[config.mk]
export PLATFORM = sky130hd
export DESIGN_NAME = pwa_pwm_audio_output
export DESIGN_NICKNAME = d
export VERILOG_FILES = /design/src/design/pwa_pkg.sv /design/src/design/pwa_pwm_audio_output.sv
export SDC_FILE = /design/constraint.sdc
export NUM_CORES = 1
export LEC_CHECK = 0
export BUFFER_PORTS_ARGS = -buffer_cell sky130_fd_sc_hd__buf_4
export CAP_MARGIN = 20
export CORE_MARGIN = 4
export CORE_UTILIZATION = 53
export CTS_CLUSTER_SIZE = 20
export DETAILED_ROUTE_END_ITERATION = 10
export PLACE_DENSITY = 0.81
export SYNTH_ARGS = -nofsm -noshare
export SYNTH_HDL_FRONTEND = slang
export SYNTH_SLANG_ARGS = --single-unit
[constraint.sdc]
create_clock -name aclk -period 3.06 [get_ports aclk]
set_input_delay 0.459 -clock aclk [delete_from_list [all_inputs] [get_ports aclk]]
set_output_delay 0.459 -clock aclk [all_outputs]
set_load 0.01 [all_outputs]
[src/design/pwa_pkg.sv]
// Constants shared by the audio PWM output unit: register map, fields, timing.
package pwa_pkg;
   // ------------------------------------------------------------------
   // Register indices; the byte address is four times the index.
   // ------------------------------------------------------------------
   localparam logic [5:0] IDX_STATUS = 6'h00;
   localparam logic [5:0] IDX_EXTRA = 6'h08;
   localparam logic [5:0] IDX_CTRL = 6'h09;
   localparam logic [5:0] IDX_MID = 6'h0A;
   localparam logic [5:0] IDX_UPPER = 6'h0B;
   localparam logic [5:0] IDX_DRIVE = 6'h13;
   localparam logic [5:0] IDX_MASK = 6'h20;
   localparam int ADDR_W = 8;

   // ------------------------------------------------------------------
   // Field positions and reset values.
   // ------------------------------------------------------------------
   localparam int STAT_REQ_BIT = 2;
   localparam int CTRL_EN_BIT = 0;
   localparam int CTRL_GIE_BIT = 1;
   localparam int DRV_MON_EN_BIT = 0;
   localparam int DRV_FLAG_BIT = 1;
   localparam int DRV_LOW_BIT = 2;
   localparam int DRV_UP_BIT = 3;
   localparam logic [1:0] DRIVE_RST = 2'h3;
   localparam logic [11:0] IRQ_VECTOR = 12'h008;
   localparam logic [1:0] RESP_OKAY = 2'h0;
   localparam logic [1:0] RESP_SLVERR = 2'h2;

   // ------------------------------------------------------------------
   // Timing: one PWM code per sample period.
   // ------------------------------------------------------------------
   localparam int CLK_HZ = 40_000_000;
   localparam int SAMPLE_HZ = 32_000;
   localparam int CNT_W = 12;
   localparam logic [CNT_W-1:0] PERIOD_LAST = CNT_W'(CLK_HZ / SAMPLE_HZ - 1);
   localparam int RES_8 = 8;
   localparam int RES_10 = 10;
   localparam int RES_12 = 12;
endpackage

[src/design/pwa_pwm_audio_output.sv]
// Audio PWM output unit with AXI4-Lite register access and interrupt.
`timescale 1ns/1ps

// What this block does
// - Resolution 8, 10 or 12 bits, fixed option.
// - Top sample bit is sign, one means negative.
// - One PWM code per fixed 32 kHz period.
// - 8-bit: nibbles form sample, width in clocks.
// - Each completed code sets the status request flag.
// - Written sample takes effect at code end, or at once while disabled.
// - Enable bit runs modulator; disabled pins drive low.
// - Halt clears enable and floats both pins.
// - Two drive bits choose 100/75/50/25 percent.
// - 10-bit word from upper, middle, extra bits 3..2.
// - 10-bit magnitude spans 0 to 511.
// - 12-bit word from upper, middle, all extra.
// - Accepted interrupt vectors to entry 0x008.
module pwa_pwm_audio_output #(
   parameter int RESOLUTION = pwa_pkg::RES_8
) (
   input wire logic aclk,
   input wire logic aresetn,
   input wire logic awvalid,
   output logic awready,
   input wire logic [pwa_pkg::ADDR_W-1:0] awaddr,
   input wire logic wvalid,
   output logic wready,
   input wire logic [31:0] wdata,
   input wire logic [3:0] wstrb,
   output logic bvalid,
   input wire logic bready,
   output logic [1:0] bresp,
   input wire logic arvalid,
   output logic arready,
   input wire logic [pwa_pkg::ADDR_W-1:0] araddr,
   output logic rvalid,
   input wire logic rready,
   output logic [31:0] rdata,
   output logic [1:0] rresp,
   input wire logic halt_req,
   input wire logic wake_req,
   input wire logic supply_low_pin,
   output logic speaker_out_positive_o,
   output logic speaker_out_positive_oe,
   output logic speaker_out_negative_o,
   output logic speaker_out_negative_oe,
   output logic drive_strength_upper,
   output logic drive_strength_lower,
   output logic supply_monitor_enable,
   output logic irq,
   output logic [11:0] irq_vector
);
   import pwa_pkg::*;

   // ------------------------------------------------------------------
   // Sample word assembly.
   // ------------------------------------------------------------------
   // Returns {sign, magnitude}; the magnitude is zero-extended to 11 bits.
   function automatic logic [11:0] pwa_word(input logic [3:0] up, input logic [3:0] mid,
                                            input logic [3:0] ext, input int res);
      case (res)
         RES_12: return {up[3], up[2:0], mid, ext};
         RES_10: return {up[3], 2'h0, up[2:0], mid, ext[3:2]};
         default: return {up[3], 4'h0, up[2:0], mid};
      endcase
   endfunction

   // Option pins of the resolution; fixed at build time, not by software.
   localparam bit ten_bit_option = (RESOLUTION == RES_10);
   localparam bit twelve_bit_option = (RESOLUTION == RES_12);
   localparam int RES_SEL = twelve_bit_option ? RES_12 : (ten_bit_option ? RES_10 : RES_8);

   logic [3:0] sample_extra_low_bits_reg, sample_middle_nibble_reg, sample_upper_nibble_reg;
   logic modulator_enable_reg, global_irq_enable_reg, sample_request_flag_reg, mask_reg;
   logic drive_upper_reg, drive_lower_reg, monitor_en_reg, halted_reg, act_sign_reg;
   logic supply_meta_reg, supply_sync_reg, aw_got_reg, w_got_reg;
   logic [CNT_W-1:0] cnt_reg;
   logic [10:0] act_mag_reg;
   logic [5:0] waddr_reg;
   logic [31:0] wdata_reg;
   logic [3:0] wstrb_reg;
   logic [11:0] buf_word;
   logic end_code, do_write, ar_take, rd_status, wr_hit;
   logic aw_got_next, w_got_next, bvalid_next, pulse_on;

   assign buf_word = pwa_word(sample_upper_nibble_reg, sample_middle_nibble_reg,
                              sample_extra_low_bits_reg, RES_SEL);
   assign end_code = (cnt_reg == PERIOD_LAST);
   assign do_write = aw_got_reg && w_got_reg && !bvalid;
   assign ar_take = arvalid && arready;
   assign rd_status = ar_take && (araddr == {IDX_STATUS, 2'h0});
   assign pulse_on = ({1'b0, act_mag_reg} > cnt_reg);

   // ------------------------------------------------------------------
   // AXI4-Lite write channel.
   // ------------------------------------------------------------------
   // Address and data may arrive in either order; the write happens once both are held.
   always_comb begin
      aw_got_next = aw_got_reg;
      w_got_next = w_got_reg;
      bvalid_next = bvalid;
      if (awvalid && awready) begin
         aw_got_next = 1'b1;
      end
      if (wvalid && wready) begin
         w_got_next = 1'b1;
      end
      if (do_write) begin
         aw_got_next = 1'b0;
         w_got_next = 1'b0;
         bvalid_next = 1'b1;
      end else if (bvalid && bready) begin
         bvalid_next = 1'b0;
      end
   end

   // Ready is held low while a write waits for its response, one write at a time.
   always_ff @(posedge aclk) begin
      if (!aresetn) begin
         aw_got_reg <= 1'b0;
         w_got_reg <= 1'b0;
         bvalid <= 1'b0;
         awready <= 1'b0;
         wready <= 1'b0;
         bresp <= RESP_OKAY;
         waddr_reg <= 6'h00;
         wdata_reg <= 32'h0000_0000;
         wstrb_reg <= 4'h0;
      end else begin
         aw_got_reg <= aw_got_next;
         w_got_reg <= w_got_next;
         bvalid <= bvalid_next;
         awready <= !aw_got_next && !bvalid_next;
         wready <= !w_got_next && !bvalid_next;
         if (awvalid && awready) begin
            waddr_reg <= awaddr[ADDR_W-1:2];
         end
         if (wvalid && wready) begin
            wdata_reg <= wdata;
            wstrb_reg <= wstrb;
         end
         if (do_write) begin
            bresp <= wr_hit ? RESP_OKAY : RESP_SLVERR;
         end
      end
   end

   assign wr_hit = (waddr_reg == IDX_STATUS) || (waddr_reg == IDX_EXTRA) ||
                   (waddr_reg == IDX_CTRL) || (waddr_reg == IDX_MID) ||
                   (waddr_reg == IDX_UPPER) || (waddr_reg == IDX_DRIVE) ||
                   (waddr_reg == IDX_MASK);

   // ------------------------------------------------------------------
   // Register file.
   // ------------------------------------------------------------------
   // Sample buffer registers; the active stage copies them at code end and on every cycle while disabled.
   always_ff @(posedge aclk) begin
      if (!aresetn) begin
         sample_extra_low_bits_reg <= 4'h0;
         sample_middle_nibble_reg <= 4'h0;
         sample_upper_nibble_reg <= 4'h0;
      end else if (do_write && wstrb_reg[0]) begin
         case (waddr_reg)
            IDX_EXTRA: sample_extra_low_bits_reg <= wdata_reg[3:0];
            IDX_MID: sample_middle_nibble_reg <= wdata_reg[3:0];
            IDX_UPPER: sample_upper_nibble_reg <= wdata_reg[3:0];
            default: ;
         endcase
      end
   end

   // Control, mask and drive bits; halt overrides a same-cycle enable write.
   always_ff @(posedge aclk) begin
      if (!aresetn) begin
         modulator_enable_reg <= 1'b0;
         global_irq_enable_reg <= 1'b0;
         mask_reg <= 1'b0;
         {drive_upper_reg, drive_lower_reg} <= DRIVE_RST;
         monitor_en_reg <= 1'b0;
      end else begin
         if (do_write && wstrb_reg[0]) begin
            case (waddr_reg)
               IDX_CTRL: begin
                  modulator_enable_reg <= wdata_reg[CTRL_EN_BIT];
                  global_irq_enable_reg <= wdata_reg[CTRL_GIE_BIT];
               end
               IDX_MASK: mask_reg <= wdata_reg[STAT_REQ_BIT];
               IDX_DRIVE: begin
                  drive_upper_reg <= wdata_reg[DRV_UP_BIT];
                  drive_lower_reg <= wdata_reg[DRV_LOW_BIT];
                  monitor_en_reg <= wdata_reg[DRV_MON_EN_BIT];
               end
               default: ;
            endcase
         end
         if (halt_req) begin
            modulator_enable_reg <= 1'b0;
         end
      end
   end

   // Halt state floats the speaker pins until the core wakes.
   always_ff @(posedge aclk) begin
      if (!aresetn) begin
         halted_reg <= 1'b0;
      end else if (halt_req) begin
         halted_reg <= 1'b1;
      end else if (wake_req) begin
         halted_reg <= 1'b0;
      end
   end

   // Sticky request flag; a status read clears it, but a new code end wins.
   always_ff @(posedge aclk) begin
      if (!aresetn) begin
         sample_request_flag_reg <= 1'b0;
      end else begin
         sample_request_flag_reg <= (end_code && modulator_enable_reg) ||
                                    (sample_request_flag_reg && !rd_status);
      end
   end

   // The supply comparator is asynchronous to aclk, so it is synchronised first.
   always_ff @(posedge aclk) begin
      if (!aresetn) begin
         supply_meta_reg <= 1'b0;
         supply_sync_reg <= 1'b0;
      end else begin
         supply_meta_reg <= supply_low_pin;
         supply_sync_reg <= supply_meta_reg;
      end
   end

   // ------------------------------------------------------------------
   // AXI4-Lite read channel.
   // ------------------------------------------------------------------
   // Data answers one cycle after the address is taken; write-only samples read zero.
   always_ff @(posedge aclk) begin
      if (!aresetn) begin
         arready <= 1'b0;
         rvalid <= 1'b0;
         rdata <= 32'h0000_0000;
         rresp <= RESP_OKAY;
      end else if (ar_take) begin
         arready <= 1'b0;
         rvalid <= 1'b1;
         rdata <= 32'h0000_0000;
         rresp <= RESP_OKAY;
         case (araddr[ADDR_W-1:2])
            IDX_STATUS: rdata[STAT_REQ_BIT] <= sample_request_flag_reg;
            IDX_CTRL: begin
               rdata[CTRL_EN_BIT] <= modulator_enable_reg;
               rdata[CTRL_GIE_BIT] <= global_irq_enable_reg;
            end
            IDX_MASK: rdata[STAT_REQ_BIT] <= mask_reg;
            IDX_DRIVE: begin
               rdata[DRV_UP_BIT] <= drive_upper_reg;
               rdata[DRV_LOW_BIT] <= drive_lower_reg;
               rdata[DRV_FLAG_BIT] <= supply_sync_reg;
               rdata[DRV_MON_EN_BIT] <= monitor_en_reg;
            end
            IDX_EXTRA, IDX_MID, IDX_UPPER: ;
            default: rresp <= RESP_SLVERR;
         endcase
      end else if (rvalid && rready) begin
         rvalid <= 1'b0;
         arready <= 1'b1;
      end else if (!rvalid) begin
         arready <= 1'b1;
      end
   end

   // ------------------------------------------------------------------
   // Modulator.
   // ------------------------------------------------------------------
   // Period counter; it rests at zero while disabled so enabling starts a fresh code.
   always_ff @(posedge aclk) begin
      if (!aresetn) begin
         cnt_reg <= '0;
      end else if (!modulator_enable_reg || end_code) begin
         cnt_reg <= '0;
      end else begin
         cnt_reg <= cnt_reg + CNT_W'(1);
      end
   end

   // Active stage tracks the buffer while idle so the first code uses preloaded data.
   always_ff @(posedge aclk) begin
      if (!aresetn) begin
         act_sign_reg <= 1'b0;
         act_mag_reg <= 11'h000;
      end else if (!modulator_enable_reg || end_code) begin
         act_sign_reg <= buf_word[11];
         act_mag_reg <= buf_word[10:0];
      end
   end

   // Pin drivers; a magnitude above the period simply holds the pin on all code.
   always_ff @(posedge aclk) begin
      if (!aresetn) begin
         speaker_out_positive_o <= 1'b0;
         speaker_out_negative_o <= 1'b0;
         speaker_out_positive_oe <= 1'b1;
         speaker_out_negative_oe <= 1'b1;
      end else begin
         speaker_out_positive_oe <= !halted_reg;
         speaker_out_negative_oe <= !halted_reg;
         if (!modulator_enable_reg || halted_reg) begin
            speaker_out_positive_o <= 1'b0;
            speaker_out_negative_o <= 1'b0;
         end else begin
            speaker_out_positive_o <= pulse_on && !act_sign_reg;
            speaker_out_negative_o <= pulse_on && act_sign_reg;
         end
      end
   end

   // Static outputs and the level interrupt with its entry vector.
   always_ff @(posedge aclk) begin
      if (!aresetn) begin
         drive_strength_upper <= 1'b1;
         drive_strength_lower <= 1'b1;
         supply_monitor_enable <= 1'b0;
         irq <= 1'b0;
         irq_vector <= 12'h000;
      end else begin
         drive_strength_upper <= drive_upper_reg;
         drive_strength_lower <= drive_lower_reg;
         supply_monitor_enable <= monitor_en_reg;
         irq <= sample_request_flag_reg && mask_reg && global_irq_enable_reg;
         irq_vector <= (sample_request_flag_reg && mask_reg && global_irq_enable_reg) ?
                       IRQ_VECTOR : 12'h000;
      end
   end

   // ------------------------------------------------------------------
   // Assertions.
   // ------------------------------------------------------------------
   property p_idle_low;
      @(posedge aclk) disable iff (!aresetn)
      (!modulator_enable_reg && !halted_reg) |=>
         (!speaker_out_positive_o && !speaker_out_negative_o &&
          speaker_out_positive_oe && speaker_out_negative_oe);
   endproperty
   a_idle_low: assert property (p_idle_low) else $error("Disabled pins not low.");
   property p_halt_float;
      @(posedge aclk) disable iff (!aresetn)
      halt_req && !wake_req |=> !modulator_enable_reg ##1
         (!speaker_out_positive_oe && !speaker_out_negative_oe);
   endproperty
   a_halt_float: assert property (p_halt_float) else $error("Halt did not float pins.");
   property p_flag_set;
      @(posedge aclk) disable iff (!aresetn)
      (end_code && modulator_enable_reg) |=> sample_request_flag_reg;
   endproperty
   a_flag_set: assert property (p_flag_set) else $error("Code end did not set flag.");
   property p_load_end;
      @(posedge aclk) disable iff (!aresetn)
      (modulator_enable_reg && !end_code) |=> $stable(act_mag_reg) && $stable(act_sign_reg);
   endproperty
   a_load_end: assert property (p_load_end) else $error("Active sample changed mid code.");
   property p_count;
      @(posedge aclk) disable iff (!aresetn)
      (modulator_enable_reg && !end_code) ##1 modulator_enable_reg |->
         cnt_reg == $past(cnt_reg) + CNT_W'(1);
   endproperty
   a_count: assert property (p_count) else $error("Period counter skipped.");
   property p_one_pin;
      @(posedge aclk) disable iff (!aresetn)
      (modulator_enable_reg && !halted_reg && act_sign_reg) |=> !speaker_out_positive_o;
   endproperty
   a_one_pin: assert property (p_one_pin) else $error("Wrong pin pulsed.");
   property p_width;
      @(posedge aclk) disable iff (!aresetn)
      (modulator_enable_reg && !halted_reg && pulse_on && !act_sign_reg) |=>
         speaker_out_positive_o;
   endproperty
   a_width: assert property (p_width) else $error("Pulse shorter than magnitude.");
   property p_vector;
      @(posedge aclk) disable iff (!aresetn)
      irq |-> irq_vector == IRQ_VECTOR;
   endproperty
   a_vector: assert property (p_vector) else $error("Interrupt vector wrong.");
   // A drive write reaches the pins two edges later, bit for bit as software wrote it.
   property p_drive;
      @(posedge aclk) disable iff (!aresetn)
      (do_write && wstrb_reg[0] && waddr_reg == IDX_DRIVE) |-> ##2
         drive_strength_upper == $past(wdata_reg[DRV_UP_BIT], 2) &&
         drive_strength_lower == $past(wdata_reg[DRV_LOW_BIT], 2);
   endproperty
   a_drive: assert property (p_drive) else $error("Drive bits not passed on.");
endmodule

# Word level (Yosys, flattened, before mapping)
# Cells that the tools add are included.
[classes]
n_addsub = 1
mul = 0
div_mod_pow = 0
n_lt_le_gt_ge = 1
eq_ne = 14
n_shift = 0
mux = 18
n_bitwise = 1
n_reduce_logical = 49
[op_table]
columns = ["operator", "n"]
rows = [
  ["$eq 6x4->1 const B", 8],
  ["$logic_and 1x1->1", 17],
  ["$mux 1", 13],
  ["$add 12x1->12 const B", 1],
  ["$eq 12x11->1 const B", 1],
  ["$eq 6x5->1 const B", 2],
  ["$eq 6x6->1 const B", 2],
  ["$gt 7x12->1", 1],
  ["$logic_not 6->1", 2],
  ["$reduce_and 2->1", 5],
  ["$logic_or 1x1->1", 9],
  ["$logic_not 1->1", 8],
  ["$logic_not 8->1", 1],
  ["$reduce_or 2->1", 4],
  ["$reduce_or 7->1", 1],
  ["$mux 2", 2],
  ["$mux 4", 1],
  ["$pmux 2 s2", 1],
  ["$reduce_bool 2->1", 2],
  ["$pmux 1 s3", 1],
  ["$ne 2x1->1 const B", 1],
  ["$not 1->1", 1],
]
[word_totals]
ff_bits = 83
latch_bits = 0
ram_bits = 0
mem_bits_ro = 0
in_bits = 62
elab_cells = 120
n_memories = 0

# Longest topological paths before layout
[logic_depth]
ltp_word = 8
mapped_depth = 7

# Worst setup path after synthesis
# No wires, ideal clock.
[synth_timing]
kind = "reg2reg"
startpoint = "reg cnt_reg[2]"
endpoint = "reg act_mag_reg[6]"
setup_ns = 0.074
arrival_time_ns = 1.539
required_time_ns = 2.986
path_slack_ns = 1.446
stages_incl_launch_ff = 7
path_buffers = 2
period_less_slack_ns = 1.614
cell_sequence = "dfxtp_1 buf_6 or3_4 o41ai_4 buf_6 nand3_1 o21ai_0"
[synth_via]
elab_chain_cells = 2
[synth_rtl]
columns = ["item", "line_no", "text"]
rows = [
  ["from (decl)", "pwa_pwm_audio_output.sv:77", "logic [CNT_W-1:0] cnt_reg;"],
  ["from (signal assigned)", "pwa_pwm_audio_output.sv:283", "cnt_reg <= cnt_reg + CNT_W'(1);"],
  ["$eq 12x11->1", "pwa_pwm_audio_output.sv:88", "assign end_code = (cnt_reg == PERIOD_LAST);"],
  ["$logic_or 1x1->1", "pwa_pwm_audio_output.sv:292", "end else if (!modulator_enable_reg || end_code) begin"],
  ["to (signal assigned)", "pwa_pwm_audio_output.sv:294", "act_mag_reg <= buf_word[10:0];"],
  ["to (decl)", "pwa_pwm_audio_output.sv:78", "logic [10:0] act_mag_reg;"],
]
# No other way between the ends.
# A chain may end at the register's enable or synchronous reset.

# Worst setup path after layout
# Same ends and word-level chain as after synthesis.

==> results_dict.tcl <==
set metrics [dict create \
    vias_per_cell 5.00 \
    worstRegToRegCells 3 \
    vdd_ir_drop_max_v 0.000349 \
    clkTransAtPathRegs_ns 0.07 \
    via_count 2404 \
    placementRows 28 \
    yosys_warnings 0 \
    ys.flop_type "dfxtp_1" \
    cpPeakStageDelay_ns 0.70 \
    syn2layout_area_growth_pct 12.3 \
    worst_slew_pin_slew_ns 0.699 \
    synth_area_leaders "dfxtp_1 (43%), buf_4 (10%), mux2i_1 (4.6%)" \
    yosysTopAreaCell "dfxtp_1" \
    yosys-top-cells-count "dfxtp_1 (69), buf_4 (44), nand2_1 (34)" \
    clock.fmax_mhz 543 \
    cts_tree "yes" \
    fillers 521 \
    ys_ff_latch 69 \
    cellLeakagePower_nw 1.50 \
    die_w_um 86.2 \
    clock-sinks 69 \
    hold_end "modulator_enable_reg" \
    setup_ws_ns 1.22 \
    r2r_slack_ns 1.22 \
    multiInputGateArea_sq_um 1580 \
    drc 0 \
    port_buffers 48 \
    synth_cells 357 \
    dp.final_hpwl_um 4400 \
    min-delay-start "halt_req" \
    period_share_pct 60.2 \
    synth.distinct_cells 43 \
    synth_top_area_share_pct 42.6 \
    grt_pass1_vias 2303 \
    hold_viol 0 \
    start_kind "register" \
    maxCapViolCount 0 \
    drtIter0Drc 114 \
    numCtsBuffers 9 \
    register_area_sq_um 1380 \
    timing.rr.end "act_mag_reg[6]" \
    slew_viol_final 0 \
    antenna_found_initial 0 \
    pre_cts_ws_ns 1.23 \
    startpoint "cnt_reg[2]" \
    critPathKind "register to register" \
    p_total_mw 1.74 \
    finalSetupTns_ns 0 \
    ant_nets 0 \
    cts-root-buf "clkbuf_8" \
    syn_area_per_cell_sq_um 9.08 \
    cellPowerDensity_nw_per_um2 477 \
    drt_wl_total_um 5810 \
    cp_max_fo 16 \
    finalCriticalPeriod_ns 1.84 \
    synth_edf_count 0 \
    htree_levels 3 \
    slew_headroom_pct 53.3 \
    grt_pass1_wl_um 9850 \
    gp_congestion 0.842 \
    drive_above_1_share_pct 15.8 \
    rsz0062_at_grt "false" \
    insertedDiodeCount 0 \
    synth-seq-area-share_pct 42.6 \
    outcome "finished clean" \
    ys_async_sr_fraction_pct 0 \
    syn_area_sq_um 3240 \
    cts_resized 0 \
    worstPathArrival_ns 2.03 \
    start_util_pct 54.7 \
    endpoint_kind "register" \
    wl_per_cell_um 12.1 \
    overflow 0 \
    setup_violations 0 \
    die_y_um 86.2 \
    grt_use_total_pct 16.6 \
    io_pins 123 \
    final_cell_area_sq_um 3640 \
    fp.coreArea_sq_um 5920 \
    finalClockSkew_ns 0.00601 \
    final_nets 473 \
    die_area_sq_um 7430 \
    dpl-instance-area_sq_um 3460 \
    worst-path-buf-inv 0 \
    cp_slowest_cell "o41ai_4" \
    ctsHoldBuffers 0 \
    yosysMostFrequentCell "dfxtp_1" \
    critPathTopFamily "compound AO/OA/AOI/OAI gates" \
    insertion_delay_ns 0.33 \
    regToRegStartpoint "cnt_reg[2]" \
    holdCritPathClass "input pin to register" \
    largest_reg_flops 12 \
    worstPathRequired_ns 3.24 \
    clk_path_buf_depth 2 \
    dr.pass1.iters 5 \
    cp_cell_sequence "or3_4 -> o41ai_4 -> o21ai_0" \
    post_cts_buffers 0 \
    grt_max_degree 64 \
    holdPathStages 2 \
]
worst reg2reg max path: stages (launching register included):
cell and delay [ns]:
dfxtp_1 0.38, or3_4 0.42, o41ai_4 0.70, o21ai_0 0.20
cells by family after synthesis:
group                      Yosys count  synth area share (%)
xor gates and xnor gates            10                  2.70
other                                1                 0.116
muxes                               15                  4.63
AOI/OAI and AO/OA                   47                  10.3
adders and majority gates            9                  3.47
DFF                                 69                  42.6
buffers and inverters               65                  13.1
and+or+nand+nor                    141                  23.0
per-layer routing:
layer / track usage [%] / share of wire, % / vias up / wire length (um)
met2: 29.3 / 53 / 55 / 3060
met4: 9.77 / 1.5 / 0 / 89
met5: 0 / 0 / - / 0
li1: - / - / 1235 / -
met3: 4.37 / 5.1 / 11 / 294
met1: 17.9 / 41 / 1103 / 2370
layout make-up:
class	instances	share of cell area, %
multi-input combinational	263	43.5
sequential	69	38.0
timing repair buffer	48	9.90
clock buffer	14	4.75
tap	75	2.58
inverter	11	1.13
clock inverter	1	0.138
worst max path at each step:
stage	endpoint	slack (ns)	cells past startpoint
2_1_floorplan	act_mag_reg[6]	1.45	6
3_3_place_gp	act_mag_reg[2]	1.28	3
3_5_place_dp	act_mag_reg[2]	1.23	3
4_1_cts	act_mag_reg[2]	1.22	3
5_1_grt	act_mag_reg[6]	1.03	5
6_report	act_mag_reg[6]	1.22	3
layout by cell type (no fill, tap or decap), types with 3 or more instances in the layout:
cell type	count
a21oi_1	5
and3_1	4
mux2i_1	15
nand2_1	34
inv_1	11
nand2b_1	6
nor4_1	9
nor3b_1	3
ha_1	9
o21ai_0	15
a21boi_0	15
conb_1	41
xnor2_1	10
clkbuf_8	12
nor2b_1	15
dfxtp_1	69
buf_4	48
nand4_1	4
and2_1	5
and4b_1	3
nand3_1	25
nor2_1	19
nor3_1	4
power by group:
group	leakage, nW	switching [mW]	total (mW)	internal (mW)
clock	0.0926	0.309	0.665	0.356
combinational	0.852	0.0722	0.132	0.0601
sequential	0.560	0.0198	0.938	0.918
per-stage QoR:
stage	hold WS (ns)	util, %	cells
detailed placement	0.383	58.5	466
floorplan	0.361	-	397
CTS	0.285	61.5	481
global placement	0.380	58.5	466
finish	0.300	61.5	481
global route	0.284	61.5	481
No activity file was read; power rests on OpenSTA's default activity.
